File: src/design/bcse_params.svh
// constants of the bus controller sequence engine
`ifndef BCSE_PARAMS_SVH
`define BCSE_PARAMS_SVH
`define BCSE_A_CTRL 8'h00
`define BCSE_A_STAT 8'h04
`define BCSE_A_FLAGS 8'h08
`define BCSE_A_TTAG 8'h0C
`define BCSE_A_QDATA 8'h10
`define BCSE_A_QPTR 8'h14
`define BCSE_A_ISTAT 8'h18
`define BCSE_A_IMASK 8'h1C
`define BCSE_A_UIRQ 8'h20
`define BCSE_A_IMEM 2'h1
`define BCSE_A_SRAM 2'h2
`define BCSE_CTRL_START 0
`define BCSE_CTRL_STOP 1
`define BCSE_CTRL_TTSYNC 2
`define BCSE_OP_LSB 20
`define BCSE_CC_LSB 16
`define BCSE_FLIP_MASK 16'h0010
`define BCSE_FLAG_CLR_LSB 8
`define BCSE_INT_IRQ 0
`define BCSE_INT_HALT 1
`define BCSE_INT_PUSH 2
`define BCSE_TT_TICK_NS 1000
`define BCSE_CLK_NS 5
`define BCSE_RESP_OK 2'h0
`define BCSE_RESP_ERR 2'h2
`define BCSE_FLAGS_RST 8'h00
`define BCSE_IMASK_RST 3'h0
`define BCSE_TT_RST 16'h0000
`define BCSE_CTRL_RST 1'h0
`endif

File: src/design/bcse_pkg.sv
// types of the bus controller sequence engine
package bcse_pkg;
    typedef enum logic [3:0] {
        BCSE_OP_HALT = 4'h0,
        BCSE_OP_EXEC = 4'h1,
        BCSE_OP_FLIP = 4'h2,
        BCSE_OP_FLAG = 4'h3,
        BCSE_OP_BRANCH = 4'h4,
        BCSE_OP_PSH_IMM = 4'h5,
        BCSE_OP_PSH_BS = 4'h6,
        BCSE_OP_PSH_MEM = 4'h7,
        BCSE_OP_PSH_TT = 4'h8,
        BCSE_OP_IRQ = 4'h9,
        BCSE_OP_WAIT = 4'hA,
        BCSE_OP_LOAD_TT = 4'hB
    } bcse_op_type;
    typedef enum logic [3:0] {
        BCSE_CC_ALWAYS = 4'h0,
        BCSE_CC_GOOD = 4'h1,
        BCSE_CC_BAD = 4'h2
    } bcse_cc_type;
    typedef enum logic [1:0] {
        BCSE_ST_IDLE = 2'b00,
        BCSE_ST_RUN = 2'b01,
        BCSE_ST_MSG = 2'b10,
        BCSE_ST_TRIG = 2'b11
    } bcse_state_type;
endpackage

File: src/design/bcse_engine.sv
// instruction sequencer of the bus controller with axi4-lite registers
// Behaviour
// - flag write: high byte of parameter clears flags, low byte sets them.
// - branch loads parameter into program counter when condition is true.
// - branch with blank condition code is always taken.
// - push-immediate writes the parameter onto the queue.
// - push-block-status writes last message block status onto the queue.
// - interrupt instruction raises host interrupt, parameter bit pattern kept readable.
// - push-memory reads shared RAM at parameter address, pushes that word.
// - push-time-tag writes current time tag onto the queue.
// - wait-trigger stalls until a rising trigger edge, then continues.
// - load-time-tag writes parameter into time tag; zero clears it.
// - plain execute runs message at parameter pointer, never flips.
// - time tag synchronise bit enables sync mode command support.
`timescale 1ns/100ps
`include "bcse_params.svh"
module bcse_engine (
    // clock and reset
    input wire logic clk,
    input wire logic rst,
    // axi4-lite slave
    input wire logic awvalid,
    output logic awready,
    input wire logic [7:0] awaddr,
    input wire logic wvalid,
    output logic wready,
    input wire logic [31:0] wdata,
    input wire logic [3:0] wstrb,
    output logic bvalid,
    input wire logic bready,
    output logic [1:0] bresp,
    input wire logic arvalid,
    output logic arready,
    input wire logic [7:0] araddr,
    output logic rvalid,
    input wire logic rready,
    output logic [31:0] rdata,
    output logic [1:0] rresp,
    // protocol unit
    output logic msg_start,
    output logic [15:0] msg_ptr,
    input wire logic msg_done,
    input wire logic msg_good,
    input wire logic [15:0] msg_block_status,
    output logic tt_sync_en,
    output logic [15:0] time_tag,
    // trigger and interrupt
    input wire logic external_trigger_input,
    output logic irq
);
    localparam int TT_CYC = `BCSE_TT_TICK_NS / `BCSE_CLK_NS;
    function automatic logic cond_true(input logic [3:0] c, input logic good,
                                       input logic [7:0] fl);
        logic r;
        r = 1'b0;
        if (c == bcse_pkg::BCSE_CC_ALWAYS) r = 1'b1;
        else if (c == bcse_pkg::BCSE_CC_GOOD) r = good;
        else if (c == bcse_pkg::BCSE_CC_BAD) r = !good;
        else if (c[3]) r = fl[c[2:0]];
        return r;
    endfunction
    function automatic logic map_ok(input logic [7:0] a);
        return (a[7:6] != 2'h0) ? (a[7:6] != 2'h3) : (a <= `BCSE_A_UIRQ);
    endfunction
    function automatic logic [31:0] merge(input logic [31:0] old, input logic [31:0] d,
                                          input logic [3:0] s);
        logic [31:0] r;
        r = old;
        for (int i = 0; i < 4; i++) begin
            if (s[i]) r[i*8 +: 8] = d[i*8 +: 8];
        end
        return r;
    endfunction
    bcse_pkg::bcse_state_type st_r;
    logic [31:0] imem [16];
    logic [15:0] sram [16];
    logic [15:0] gpq [16];
    logic [3:0] pc_r, q_wp_r, q_rp_r;
    logic [4:0] q_cnt_r;
    logic [7:0] flags_r;
    logic [15:0] tt_r, last_bs_r, user_irq_r;
    logic last_good_r, trig_d_r, ttsync_r;
    logic [2:0] int_stat_r, int_mask_r;
    logic [7:0] tick_cnt_r;
    logic aw_held_r, w_held_r, bvalid_r, rvalid_r;
    logic [7:0] wa_r;
    logic [31:0] wd_r, rdata_r;
    logic [3:0] ws_r;
    logic [1:0] bresp_r, rresp_r;
    wire [31:0] instr = imem[pc_r];
    wire [3:0] op = instr[`BCSE_OP_LSB +: 4];
    wire [3:0] cc = instr[`BCSE_CC_LSB +: 4];
    wire [15:0] param = instr[15:0];
    wire run = (st_r == bcse_pkg::BCSE_ST_RUN);
    wire ok = cond_true(cc, last_good_r, flags_r);
    wire take = run && ok;
    wire flip_hit = (op == bcse_pkg::BCSE_OP_FLIP) && cond_true(cc, msg_good, flags_r);
    wire msg_end = (st_r == bcse_pkg::BCSE_ST_MSG) && msg_done;
    wire [3:0] pc_inc = pc_r + 4'h1;
    wire trig_rise = external_trigger_input && !trig_d_r;
    wire tick = (tick_cnt_r == 8'(TT_CYC - 1));
    wire wr_go = aw_held_r && w_held_r && !bvalid_r;
    wire wr_ok = map_ok(wa_r);
    wire [31:0] wv = merge(32'h00000000, wd_r, ws_r);
    wire ar_go = arvalid && !rvalid_r;
    wire host_ctrl = wr_go && (wa_r == `BCSE_A_CTRL);
    wire host_start = host_ctrl && wv[`BCSE_CTRL_START];
    wire host_stop = host_ctrl && wv[`BCSE_CTRL_STOP];
    wire host_flags = wr_go && (wa_r == `BCSE_A_FLAGS) && ws_r[0];
    wire host_tt = wr_go && (wa_r == `BCSE_A_TTAG);
    wire host_imem = wr_go && (wa_r[7:6] == `BCSE_A_IMEM);
    wire host_sram = wr_go && (wa_r[7:6] == `BCSE_A_SRAM);
    wire q_full = (q_cnt_r == 5'h10);
    wire q_pop = ar_go && (araddr == `BCSE_A_QDATA) && (q_cnt_r != 5'h00);
    // push source
    logic push;
    logic [15:0] push_data;
    always_comb begin
        push = take;
        push_data = param;
        case (op)
            bcse_pkg::BCSE_OP_PSH_IMM: push_data = param;
            bcse_pkg::BCSE_OP_PSH_BS: push_data = last_bs_r;
            bcse_pkg::BCSE_OP_PSH_MEM: push_data = sram[param[3:0]];
            bcse_pkg::BCSE_OP_PSH_TT: push_data = tt_r;
            default: push = 1'b0;
        endcase
    end
    wire [2:0] int_set = {push, take && op == bcse_pkg::BCSE_OP_HALT,
                          take && op == bcse_pkg::BCSE_OP_IRQ};
    always_ff @(posedge clk) begin
        msg_start <= 1'b0;
        if (rst) begin
            st_r <= bcse_pkg::BCSE_ST_IDLE;
            pc_r <= 4'h0;
            msg_ptr <= 16'h0000;
            last_good_r <= 1'b0;
            last_bs_r <= 16'h0000;
            user_irq_r <= 16'h0000;
        end else if (host_stop) begin
            st_r <= bcse_pkg::BCSE_ST_IDLE;
        end else begin
            case (st_r)
                bcse_pkg::BCSE_ST_IDLE: begin
                    if (host_start) begin
                        st_r <= bcse_pkg::BCSE_ST_RUN;
                        pc_r <= 4'h0;
                    end
                end
                bcse_pkg::BCSE_ST_RUN: begin
                    pc_r <= pc_inc;
                    if (op == bcse_pkg::BCSE_OP_FLIP || (take && op == bcse_pkg::BCSE_OP_EXEC)) begin
                        st_r <= bcse_pkg::BCSE_ST_MSG;
                        msg_start <= 1'b1;
                        msg_ptr <= param;
                        pc_r <= pc_r;
                    end else if (take) begin
                        case (op)
                            bcse_pkg::BCSE_OP_HALT: st_r <= bcse_pkg::BCSE_ST_IDLE;
                            bcse_pkg::BCSE_OP_BRANCH: pc_r <= param[3:0];
                            bcse_pkg::BCSE_OP_IRQ: user_irq_r <= param;
                            bcse_pkg::BCSE_OP_WAIT: begin
                                st_r <= bcse_pkg::BCSE_ST_TRIG;
                                pc_r <= pc_r;
                            end
                            default: pc_r <= pc_inc;
                        endcase
                    end
                end
                bcse_pkg::BCSE_ST_MSG: begin
                    if (msg_done) begin
                        last_good_r <= msg_good;
                        last_bs_r <= msg_block_status;
                        pc_r <= pc_inc;
                        st_r <= bcse_pkg::BCSE_ST_RUN;
                    end
                end
                bcse_pkg::BCSE_ST_TRIG: begin
                    if (trig_rise) begin
                        pc_r <= pc_inc;
                        st_r <= bcse_pkg::BCSE_ST_RUN;
                    end
                end
                default: st_r <= bcse_pkg::BCSE_ST_IDLE;
            endcase
        end
    end
    wire [31:0] sram_wv = merge({16'h0000, sram[wa_r[5:2]]}, wd_r, ws_r);
    always_ff @(posedge clk) begin
        if (host_imem) imem[wa_r[5:2]] <= merge(imem[wa_r[5:2]], wd_r, ws_r);
        else if (msg_end && flip_hit) imem[pc_r][15:0] <= param ^ `BCSE_FLIP_MASK;
        if (host_sram) sram[wa_r[5:2]] <= sram_wv[15:0];
    end
    always_ff @(posedge clk) begin
        if (rst) flags_r <= `BCSE_FLAGS_RST;
        else if (host_flags) flags_r <= wd_r[7:0];
        else if (take && op == bcse_pkg::BCSE_OP_FLAG)
            flags_r <= (flags_r & ~param[`BCSE_FLAG_CLR_LSB +: 8]) | param[7:0];
    end
    // time tag, one count per microsecond
    always_ff @(posedge clk) begin
        trig_d_r <= external_trigger_input;
        if (rst) begin
            tick_cnt_r <= 8'h00;
            tt_r <= `BCSE_TT_RST;
        end else begin
            tick_cnt_r <= tick ? 8'h00 : tick_cnt_r + 8'h01;
            if (take && op == bcse_pkg::BCSE_OP_LOAD_TT) tt_r <= param;
            else if (host_tt) tt_r <= wd_r[15:0];
            else if (tick) tt_r <= tt_r + 16'h0001;
        end
    end
    // general purpose queue, oldest dropped when full
    always_ff @(posedge clk) begin
        if (push) gpq[q_wp_r] <= push_data;
        if (rst) begin
            q_wp_r <= 4'h0;
            q_rp_r <= 4'h0;
            q_cnt_r <= 5'h00;
        end else begin
            if (push) q_wp_r <= q_wp_r + 4'h1;
            if (q_pop || (push && q_full)) q_rp_r <= q_rp_r + 4'h1;
            if (push && !q_pop && !q_full) q_cnt_r <= q_cnt_r + 5'h01;
            else if (q_pop && !push) q_cnt_r <= q_cnt_r - 5'h01;
        end
    end
    // control, interrupt status and mask
    always_ff @(posedge clk) begin
        if (rst) begin
            ttsync_r <= `BCSE_CTRL_RST;
            int_stat_r <= 3'h0;
            int_mask_r <= `BCSE_IMASK_RST;
        end else begin
            if (host_ctrl) ttsync_r <= wv[`BCSE_CTRL_TTSYNC];
            if (wr_go && wa_r == `BCSE_A_IMASK) int_mask_r <= wv[2:0];
            if (wr_go && wa_r == `BCSE_A_ISTAT) int_stat_r <= (int_stat_r & ~wv[2:0]) | int_set;
            else int_stat_r <= int_stat_r | int_set;
        end
    end
    always_ff @(posedge clk) begin
        if (rst) begin
            aw_held_r <= 1'b0;
            w_held_r <= 1'b0;
            bvalid_r <= 1'b0;
            bresp_r <= `BCSE_RESP_OK;
            wa_r <= 8'h00;
            wd_r <= 32'h00000000;
            ws_r <= 4'h0;
        end else begin
            if (awvalid && !aw_held_r) begin
                aw_held_r <= 1'b1;
                wa_r <= {awaddr[7:2], 2'b00};
            end
            if (wvalid && !w_held_r) begin
                w_held_r <= 1'b1;
                wd_r <= wdata;
                ws_r <= wstrb;
            end
            if (wr_go) begin
                aw_held_r <= 1'b0;
                w_held_r <= 1'b0;
                bvalid_r <= 1'b1;
                bresp_r <= wr_ok ? `BCSE_RESP_OK : `BCSE_RESP_ERR;
            end else if (bready) begin
                bvalid_r <= 1'b0;
            end
        end
    end
    logic [31:0] rd_mux;
    always_comb begin
        rd_mux = 32'h00000000;
        case (araddr[7:6])
            `BCSE_A_IMEM: rd_mux = imem[araddr[5:2]];
            `BCSE_A_SRAM: rd_mux = {16'h0000, sram[araddr[5:2]]};
            default: begin
                case ({araddr[7:2], 2'b00})
                    `BCSE_A_CTRL: rd_mux = {29'h0, ttsync_r, 2'b00};
                    `BCSE_A_STAT: rd_mux = {24'h0, 2'b00, st_r, pc_r};
                    `BCSE_A_FLAGS: rd_mux = {24'h0, flags_r};
                    `BCSE_A_TTAG: rd_mux = {16'h0, tt_r};
                    `BCSE_A_QDATA: rd_mux = (q_cnt_r != 5'h00) ? {16'h0, gpq[q_rp_r]} : 32'h0;
                    `BCSE_A_QPTR: rd_mux = {19'h0, q_cnt_r, q_wp_r, q_rp_r};
                    `BCSE_A_ISTAT: rd_mux = {29'h0, int_stat_r};
                    `BCSE_A_IMASK: rd_mux = {29'h0, int_mask_r};
                    `BCSE_A_UIRQ: rd_mux = {16'h0, user_irq_r};
                    default: rd_mux = 32'h00000000;
                endcase
            end
        endcase
    end
    always_ff @(posedge clk) begin
        if (rst) begin
            rvalid_r <= 1'b0;
            rdata_r <= 32'h00000000;
            rresp_r <= `BCSE_RESP_OK;
        end else if (ar_go) begin
            rvalid_r <= 1'b1;
            rdata_r <= rd_mux;
            rresp_r <= map_ok({araddr[7:2], 2'b00}) ? `BCSE_RESP_OK : `BCSE_RESP_ERR;
        end else if (rready) begin
            rvalid_r <= 1'b0;
        end
    end
    assign awready = !aw_held_r;
    assign wready = !w_held_r;
    assign bvalid = bvalid_r;
    assign bresp = bresp_r;
    assign arready = !rvalid_r;
    assign rvalid = rvalid_r;
    assign rdata = rdata_r;
    assign rresp = rresp_r;
    assign tt_sync_en = ttsync_r;
    assign time_tag = tt_r;
    assign irq = |(int_stat_r & int_mask_r);
    flip_store_a: assert property (@(posedge clk) disable iff (rst)
        (msg_end && flip_hit && !host_imem) |=>
        imem[$past(pc_r)][15:0] == ($past(param) ^ 16'h0010))
        else $error("flipped pointer not stored");
    flag_write_a: assert property (@(posedge clk) disable iff (rst)
        (take && op == bcse_pkg::BCSE_OP_FLAG && !host_flags) |=>
        flags_r == (($past(flags_r) & ~$past(param[15:8])) | $past(param[7:0])))
        else $error("flag write wrong");
    branch_taken_a: assert property (@(posedge clk) disable iff (rst)
        (take && op == bcse_pkg::BCSE_OP_BRANCH && !host_stop) |=> pc_r == $past(param[3:0]))
        else $error("branch not taken");
    blank_branch_a: assert property (@(posedge clk) disable iff (rst)
        (run && !host_stop && op == bcse_pkg::BCSE_OP_BRANCH && cc == 4'h0) |=>
        pc_r == $past(param[3:0]))
        else $error("unconditional branch missed");
    push_imm_a: assert property (@(posedge clk) disable iff (rst)
        (take && op == bcse_pkg::BCSE_OP_PSH_IMM) |=>
        (gpq[$past(q_wp_r)] == $past(param)) && (q_wp_r == 4'($past(q_wp_r) + 4'h1)))
        else $error("immediate push wrong");
    push_status_a: assert property (@(posedge clk) disable iff (rst)
        (take && op == bcse_pkg::BCSE_OP_PSH_BS) |=> gpq[$past(q_wp_r)] == $past(last_bs_r))
        else $error("block status push wrong");
    irq_raise_a: assert property (@(posedge clk) disable iff (rst)
        (take && op == bcse_pkg::BCSE_OP_IRQ && int_mask_r[0] && !host_stop) |=>
        user_irq_r == $past(param) ##1 irq)
        else $error("interrupt instruction lost");
    push_mem_a: assert property (@(posedge clk) disable iff (rst)
        (take && op == bcse_pkg::BCSE_OP_PSH_MEM) |=>
        gpq[$past(q_wp_r)] == $past(sram[param[3:0]]))
        else $error("memory push wrong");
    push_tt_a: assert property (@(posedge clk) disable iff (rst)
        (take && op == bcse_pkg::BCSE_OP_PSH_TT) |=> gpq[$past(q_wp_r)] == $past(tt_r))
        else $error("time tag push wrong");
    trig_wait_a: assert property (@(posedge clk) disable iff (rst)
        (st_r == bcse_pkg::BCSE_ST_TRIG && !trig_rise && !host_stop) |=>
        st_r == bcse_pkg::BCSE_ST_TRIG && $stable(pc_r))
        else $error("trigger wait left early");
    load_tt_a: assert property (@(posedge clk) disable iff (rst)
        (take && op == bcse_pkg::BCSE_OP_LOAD_TT) |=> tt_r == $past(param))
        else $error("time tag load wrong");
    exec_msg_a: assert property (@(posedge clk) disable iff (rst)
        (take && op == bcse_pkg::BCSE_OP_EXEC && !host_stop) |=>
        msg_start && msg_ptr == $past(param) ##1 !msg_start)
        else $error("message launch wrong");
    cond_false_a: assert property (@(posedge clk) disable iff (rst)
        (run && !ok && !host_stop && !host_flags && op != bcse_pkg::BCSE_OP_FLIP) |=>
        pc_r == 4'($past(pc_r) + 4'h1) && !msg_start && $stable(flags_r))
        else $error("false condition had effect");
endmodule

File: config.mk
export PLATFORM = sky130hd
export DESIGN_NAME = bcse_engine
export DESIGN_NICKNAME = d
export VERILOG_FILES = /design/src/design/bcse_pkg.sv /design/src/design/bcse_engine.sv
export VERILOG_INCLUDE_DIRS = /design/src /design/src/design
export SDC_FILE = /design/constraint.sdc
export NUM_CORES = 2
export LEC_CHECK = 0
export BUFFER_PORTS_ARGS = -buffer_cell sky130_fd_sc_hd__buf_4
export CAP_MARGIN = 20
export CELL_PAD_IN_SITES_DETAIL_PLACEMENT = 1
export CELL_PAD_IN_SITES_GLOBAL_PLACEMENT = 2
export CORE_MARGIN = 2
export CORE_UTILIZATION = 50
export CTS_CLUSTER_DIAMETER = 40
export DETAILED_ROUTE_END_ITERATION = 6
export PLACE_DENSITY_LB_ADDON = 0.08
export SYNTH_ARGS = -nofsm -noshare
export SYNTH_HDL_FRONTEND = slang
export SYNTH_SLANG_ARGS = --single-unit
File: constraint.sdc
create_clock -name clk -period 7.8 [get_ports clk]
set_input_delay 1.17 -clock clk [delete_from_list [all_inputs] [get_ports clk]]
set_output_delay 1.17 -clock clk [all_outputs]
set_load 0.02 [all_outputs]
[After elaboration in Yosys (flattened, before gate mapping)]
Memories as Yosys holds them, arrays and structs flattened. A register that Yosys moved wholly into a read port is not among the register bits.
Index checks and enable logic that the tools add are counted.
Word-level totals
  flip-flop bits (word level): 191
  memory bits (writable): 1024
  input bits: 78
  output and inout bits: 76
  memories: 3
Memories
  imem: words 16, width 32, rd ports 2, clocked after Yosys merged registers in 1, wr ports 1, line bcse_engine.sv:75  | logic [31:0] imem [16];
  gpq: words 16, width 16, rd ports 1, clocked after Yosys merged registers in 1, wr ports 1, line bcse_engine.sv:77  | logic [15:0] gpq [16];
  sram: words 16, width 16, rd ports 2, clocked after Yosys merged registers in 0, wr ports 1, line bcse_engine.sv:76  | logic [15:0] sram [16];
Operators by class
  $add $sub $neg: 7
  order comparisons: 3
  eq/ne operators: 50
  muxes and demuxes: 72
  bitwise operators: 12
  reduce and logical (&&, ||, !) cells: 74
Operator list (number)
  $pmux W16 S9: 1
  $mux W8: 12
  $mux W16: 4
  $pmux W32 S2: 1
  $pmux W16 S3: 1
  $mux W4: 11
  $eq A6 B3 Y1 const B: 6
  $mux W32: 1
  $reduce_or A32 Y1: 1
  $logic_and A1 B1 Y1: 31
  $mux W1: 25
  $eq A6 B2 Y1 const B: 4
  $ne A2 B2 Y1 const B: 10
  $add A16 B1 Y16 const B: 1
  $eq A4 B3 Y1 const B: 4
  $eq A4 B4 Y1 const B: 4
  $le A8 B6 Y1 const B: 2
  $pmux W4 S4: 1
  $mux W2: 7
  $add A4 B1 Y4 const B: 3
  $eq A4 B2 Y1 const B: 3
  $reduce_and A2 Y1: 6
  $reduce_bool A2 Y1: 6
  $logic_not A1 Y1: 10
  42 further kinds: 63

[Logic depth before layout (Yosys ltp)]
  depth after elaboration: 13
  depth in mapped cells: 18

[Worst setup path before layout]
No wires, ideal clock.
  kind: input -> register
  start point: input araddr[6]
  end point: register q_cnt_r[4]
  arrival: 4.232 ns
  required time: 7.677 ns
  path slack: 3.445 ns
  stages: 14
  path buffers: 0
  cells stage by stage: inv_1 ha_1 nand3_1 a2111oi_2 nor4b_1 a21oi_1 nand2_4 inv_4 fa_1 inv_1 a21o_1 a21oi_1 mux2i_1 mux2_1
On the way
  longest elaborated chain between the ends: 7
RTL lines
  from (decl): line bcse_engine.sv:34  | input wire logic [7:0] araddr,
  $eq A8 B5 Y1 (no source line) (*)
  $logic_and A1 B1 Y1 (*) (2 in series): line bcse_engine.sv:114  | wire q_pop = ar_go && (araddr == `BCSE_A_QDATA) && (q_cnt_r != 5'h00);
  $logic_not A1 Y1: line bcse_engine.sv:223  | if (push && !q_pop && !q_full) q_cnt_r <= q_cnt_r + 5'h01;
  $logic_and A1 B1 Y1 (2 in series): line bcse_engine.sv:223
  $mux W5 / $reduce_bool A2 Y1 (equally long branches)
  to (signal assigned): line bcse_engine.sv:223
  to (signal assigned): line bcse_engine.sv:224  | else if (q_pop && !push) q_cnt_r <= q_cnt_r - 5'h01;
  to (decl): line bcse_engine.sv:79  | logic [4:0] q_cnt_r;
Mark *: on every way between the ends. The rest lies on a longest branch, timed or not.
A chain may end at the register's enable or synchronous reset.

==> impl_metrics.env <==
export IMPL_overflow=0
export IMPL_drcViolationCount=0
export IMPL_mostFrequentLayoutCells="edfxtp_1, mux4_2, buf_4"
export IMPL_max_freq_mhz=183
export IMPL_die_width_um=334
export IMPL_synth_warnings=0
export IMPL_p_int_mw=11.6
export IMPL_dr_pass1_iters=7
export IMPL_grtUsageTotal_pct=30.8
export IMPL_p_leak_nw=20.8
export IMPL_netSwitchingPower_mw=3.45
export IMPL_rsz0062_at_grt="no"
export IMPL_final_common_cell="edfxtp_1"
export IMPL_cp_slowest_cell="dfxtp_4"
export IMPL_skew_ns=0.0355
export IMPL_die_area_um2=111000
export IMPL_max_slew_margin_pct=21.1
export IMPL_yosysSeqAreaShare_pct=63.9
export IMPL_hold_viol=0
export IMPL_syn_area_um2=54300
export IMPL_htreeDepth=4
export IMPL_cp_arrival_ns=5.85
export IMPL_place_gp_congestion=0.857
export IMPL_power_frac_seq_pct=47.3
export IMPL_hold_path_class="flip-flop to flip-flop"
export IMPL_final_cells=4911
export IMPL_fin_crit_ns=5.47
export IMPL_power_density_nw_per_um2=240
export IMPL_numPortBuffers=149
export IMPL_pwr_share_comb_pct=3.7
export IMPL_design_area_um2=62800
export IMPL_wirelength_um=169000
export IMPL_chipHeight_um=334
export IMPL_fillers=9468
export IMPL_initialDrtViolationCount=3931
export IMPL_grt_pass1_wl_um=244000
export IMPL_crit_type="flip-flop to flip-flop"
export IMPL_via_count=32800
export IMPL_critPathRequiredTime_ns=8.18
export IMPL_synthDistinctLibCells=98
export IMPL_syn_inst=3148
export IMPL_rows=120
export IMPL_antennaDiodeCount=0
export IMPL_syn_avg_cell_area_um2=17.3
export IMPL_hold_buffers=0
export IMPL_cp_slowest_stage_delay_ns=0.94
export IMPL_status="finished, final reports clean"
export IMPL_ant_nets=0
export IMPL_fin_nets=3462
export IMPL_grt_max_degree=96
export IMPL_synth_async_sr_flop_share_pct=0
export IMPL_placed_area_um2=57300
export IMPL_setup_viol_count_final=0
export IMPL_cts_setup_buffers=0
export IMPL_p_sw_share_pct=22.9
export IMPL_initial_core_util_pct=50.6
export IMPL_vias_per_cell=6.68
export IMPL_endpoint_kind="flip-flop"
export IMPL_min_period_over_period_pct=70.1
export IMPL_numCtsBuffers=163
export IMPL_peakVddDrop_mv=0.215
export IMPL_top_level_ports=154
export IMPL_cpLargestDelayFamily="multiplexers"
export IMPL_clockPowerShare_pct=49.0
export IMPL_coreArea_um2=107000
export IMPL_area_growth_pct=15.5
export IMPL_startpoint_type="flip-flop"
export IMPL_synth_flop_cell="edfxtp_1"
export IMPL_drv_slew=0
export IMPL_wire_per_inst_um=34.5
export IMPL_place_inst=4599
export IMPL_hpwlAfterDp_um=110000
export IMPL_drv_cap=0
export IMPL_grt_pass1_vias=33800
export IMPL_crit_chain="mux4_1 -> mux2i_4 -> mux2_2 -> a2111o_1 -> a21oi_2 -> nor4_2 -> o2111ai_4 -> buf_12 -> mux2_4 -> nor2_1"
export IMPL_ys_ff_latch=1221
export IMPL_cts_tree="done"
export IMPL_cts_resized_gates=0
export IMPL_clock_path_buffers=3
export IMPL_crit_path_max_fanout=42
export IMPL_clkLatencyLatePin_ns=0.78
export IMPL_crit_buf_inv=1
export IMPL_power_total_mw=15.1
export IMPL_layout_drive_gt1_share_pct=31.8
export IMPL_cts_sinks=1221
export IMPL_synth_edf_count=1024
export IMPL_cts_root_buf="clkbuf_16"
export IMPL_clk_pin_slew_ns=0.06
export IMPL_finalSetupTns_ns=0
export IMPL_tightest_slew_ns=1.18
export IMPL_antenna_found_initial=9
==> tightest hold or removal path: stages, from the launching register on <==
cell     delay [ns]
dfxtp_1        0.30
nand2_1        0.05
a21oi_1        0.05
==> logic make-up (layout without fill, tap and decap cells) <==
kind of cell	after synthesis	in the layout	synth area share, %
buffers and inverters	264	623	2.20
AND/OR/NAND/NOR	640	640	5.33
XOR/XNOR	27	27	0.435
flip-flops	1221	1221	63.9
multiplexers	613	613	22.8
adder cells (fa/ha/maj)	18	18	0.428
AO/OA/AOI/OAI	364	364	4.93
other	1	2	0.00690
==> cell usage after synthesis, types with 16 or more instances <==
cell type  instances  area [um^2]
mux4_2           492        11100
o21ai_0           37          185
a221oi_1          18          158
nand3_1           29          145
a22oi_1           24          180
o32ai_1           20          175
nor2_1           231          867
dfxtp_1          197         3940
xor2_1            16          140
and2_1            25          156
clkbuf_1         129          484
a222oi_1          28          280
nor3_1            26          130
ha_1              17          213
nand2_1          229          860
a211o_1           17          149
buf_2             30          150
inv_1             34          128
buf_1             41          154
mux2i_1           96          961
a211oi_1          21          158
o22a_1            18          158
edfxtp_1        1024        30700
a21oi_1          101          505
==> per-stage QoR <==
step / hold slack (ns) / setup slack, ns / utilization (%)
3_3_place_gp: 0.425 / 1.93 / 53.2
5_1_grt: 0.474 / 2.05 / 58.5
6_report: 0.453 / 2.33 / 58.5
4_1_cts: 0.453 / 1.93 / 58.4
2_1_floorplan: 0.413 / 3.44 / -
3_5_place_dp: 0.445 / 1.95 / 53.4
==> path summary, 6_finish.rpt <==
kind,slack [ns],start,to,cells past startpoint
hold reg to reg,0.45,wd_r[27]$_SDFFE_PP0P_,wd_r[27]$_SDFFE_PP0P_,2
hold / removal,0.45,wd_r[27]$_SDFFE_PP0P_,wd_r[27]$_SDFFE_PP0P_,2
setup / recovery,2.33,flip-flop,imem[7][25]$_DFFE_PP_,10
setup reg to reg,2.33,flip-flop,imem[7][25]$_DFFE_PP_,10
==> per-layer routing <==
layer	track usage, %	vias up	part of all wire (%)
met5	0	-	0.040
met4	10.8	10	3.3
met3	6.41	327	8.8
met2	49.2	1712	48
met1	42.4	17400	40
li1	-	13300	-
==> power groups by stage <==
stage	clock, mW	combinational [mW]	sequential (mW)
floorplan	0	0.324	7.24
global placement	0	0.531	7.26
detailed placement	0	0.549	7.26
CTS	7.47	0.551	7.12
global route	7.71	0.584	7.13
finish	7.37	0.551	7.13
==> state kept, by name, indices dropped and copies added, names as in the netlist, 6 cells and up, named ones only <==
name and flops:
last_bs_r 16, user_irq_r 16, gpq 256, flags_r 8, wd_r 32, imem 512, sram 256, tick_cnt_r 8
wa_r 6, time_tag 16, msg_ptr 16, rdata 32
==> cell type report <==
class	instances	area, um^2	area share (%)
multi-input cells	1664	18500	29.5
inverters	37	141	0.225
repair buffers	279	2190	3.49
flip-flops and latches	1221	34700	55.3
clock inverters	115	1090	1.73
clock buffers	192	4340	6.92
well taps	1403	1760	2.80
Power figures use the tool's default switching activity.
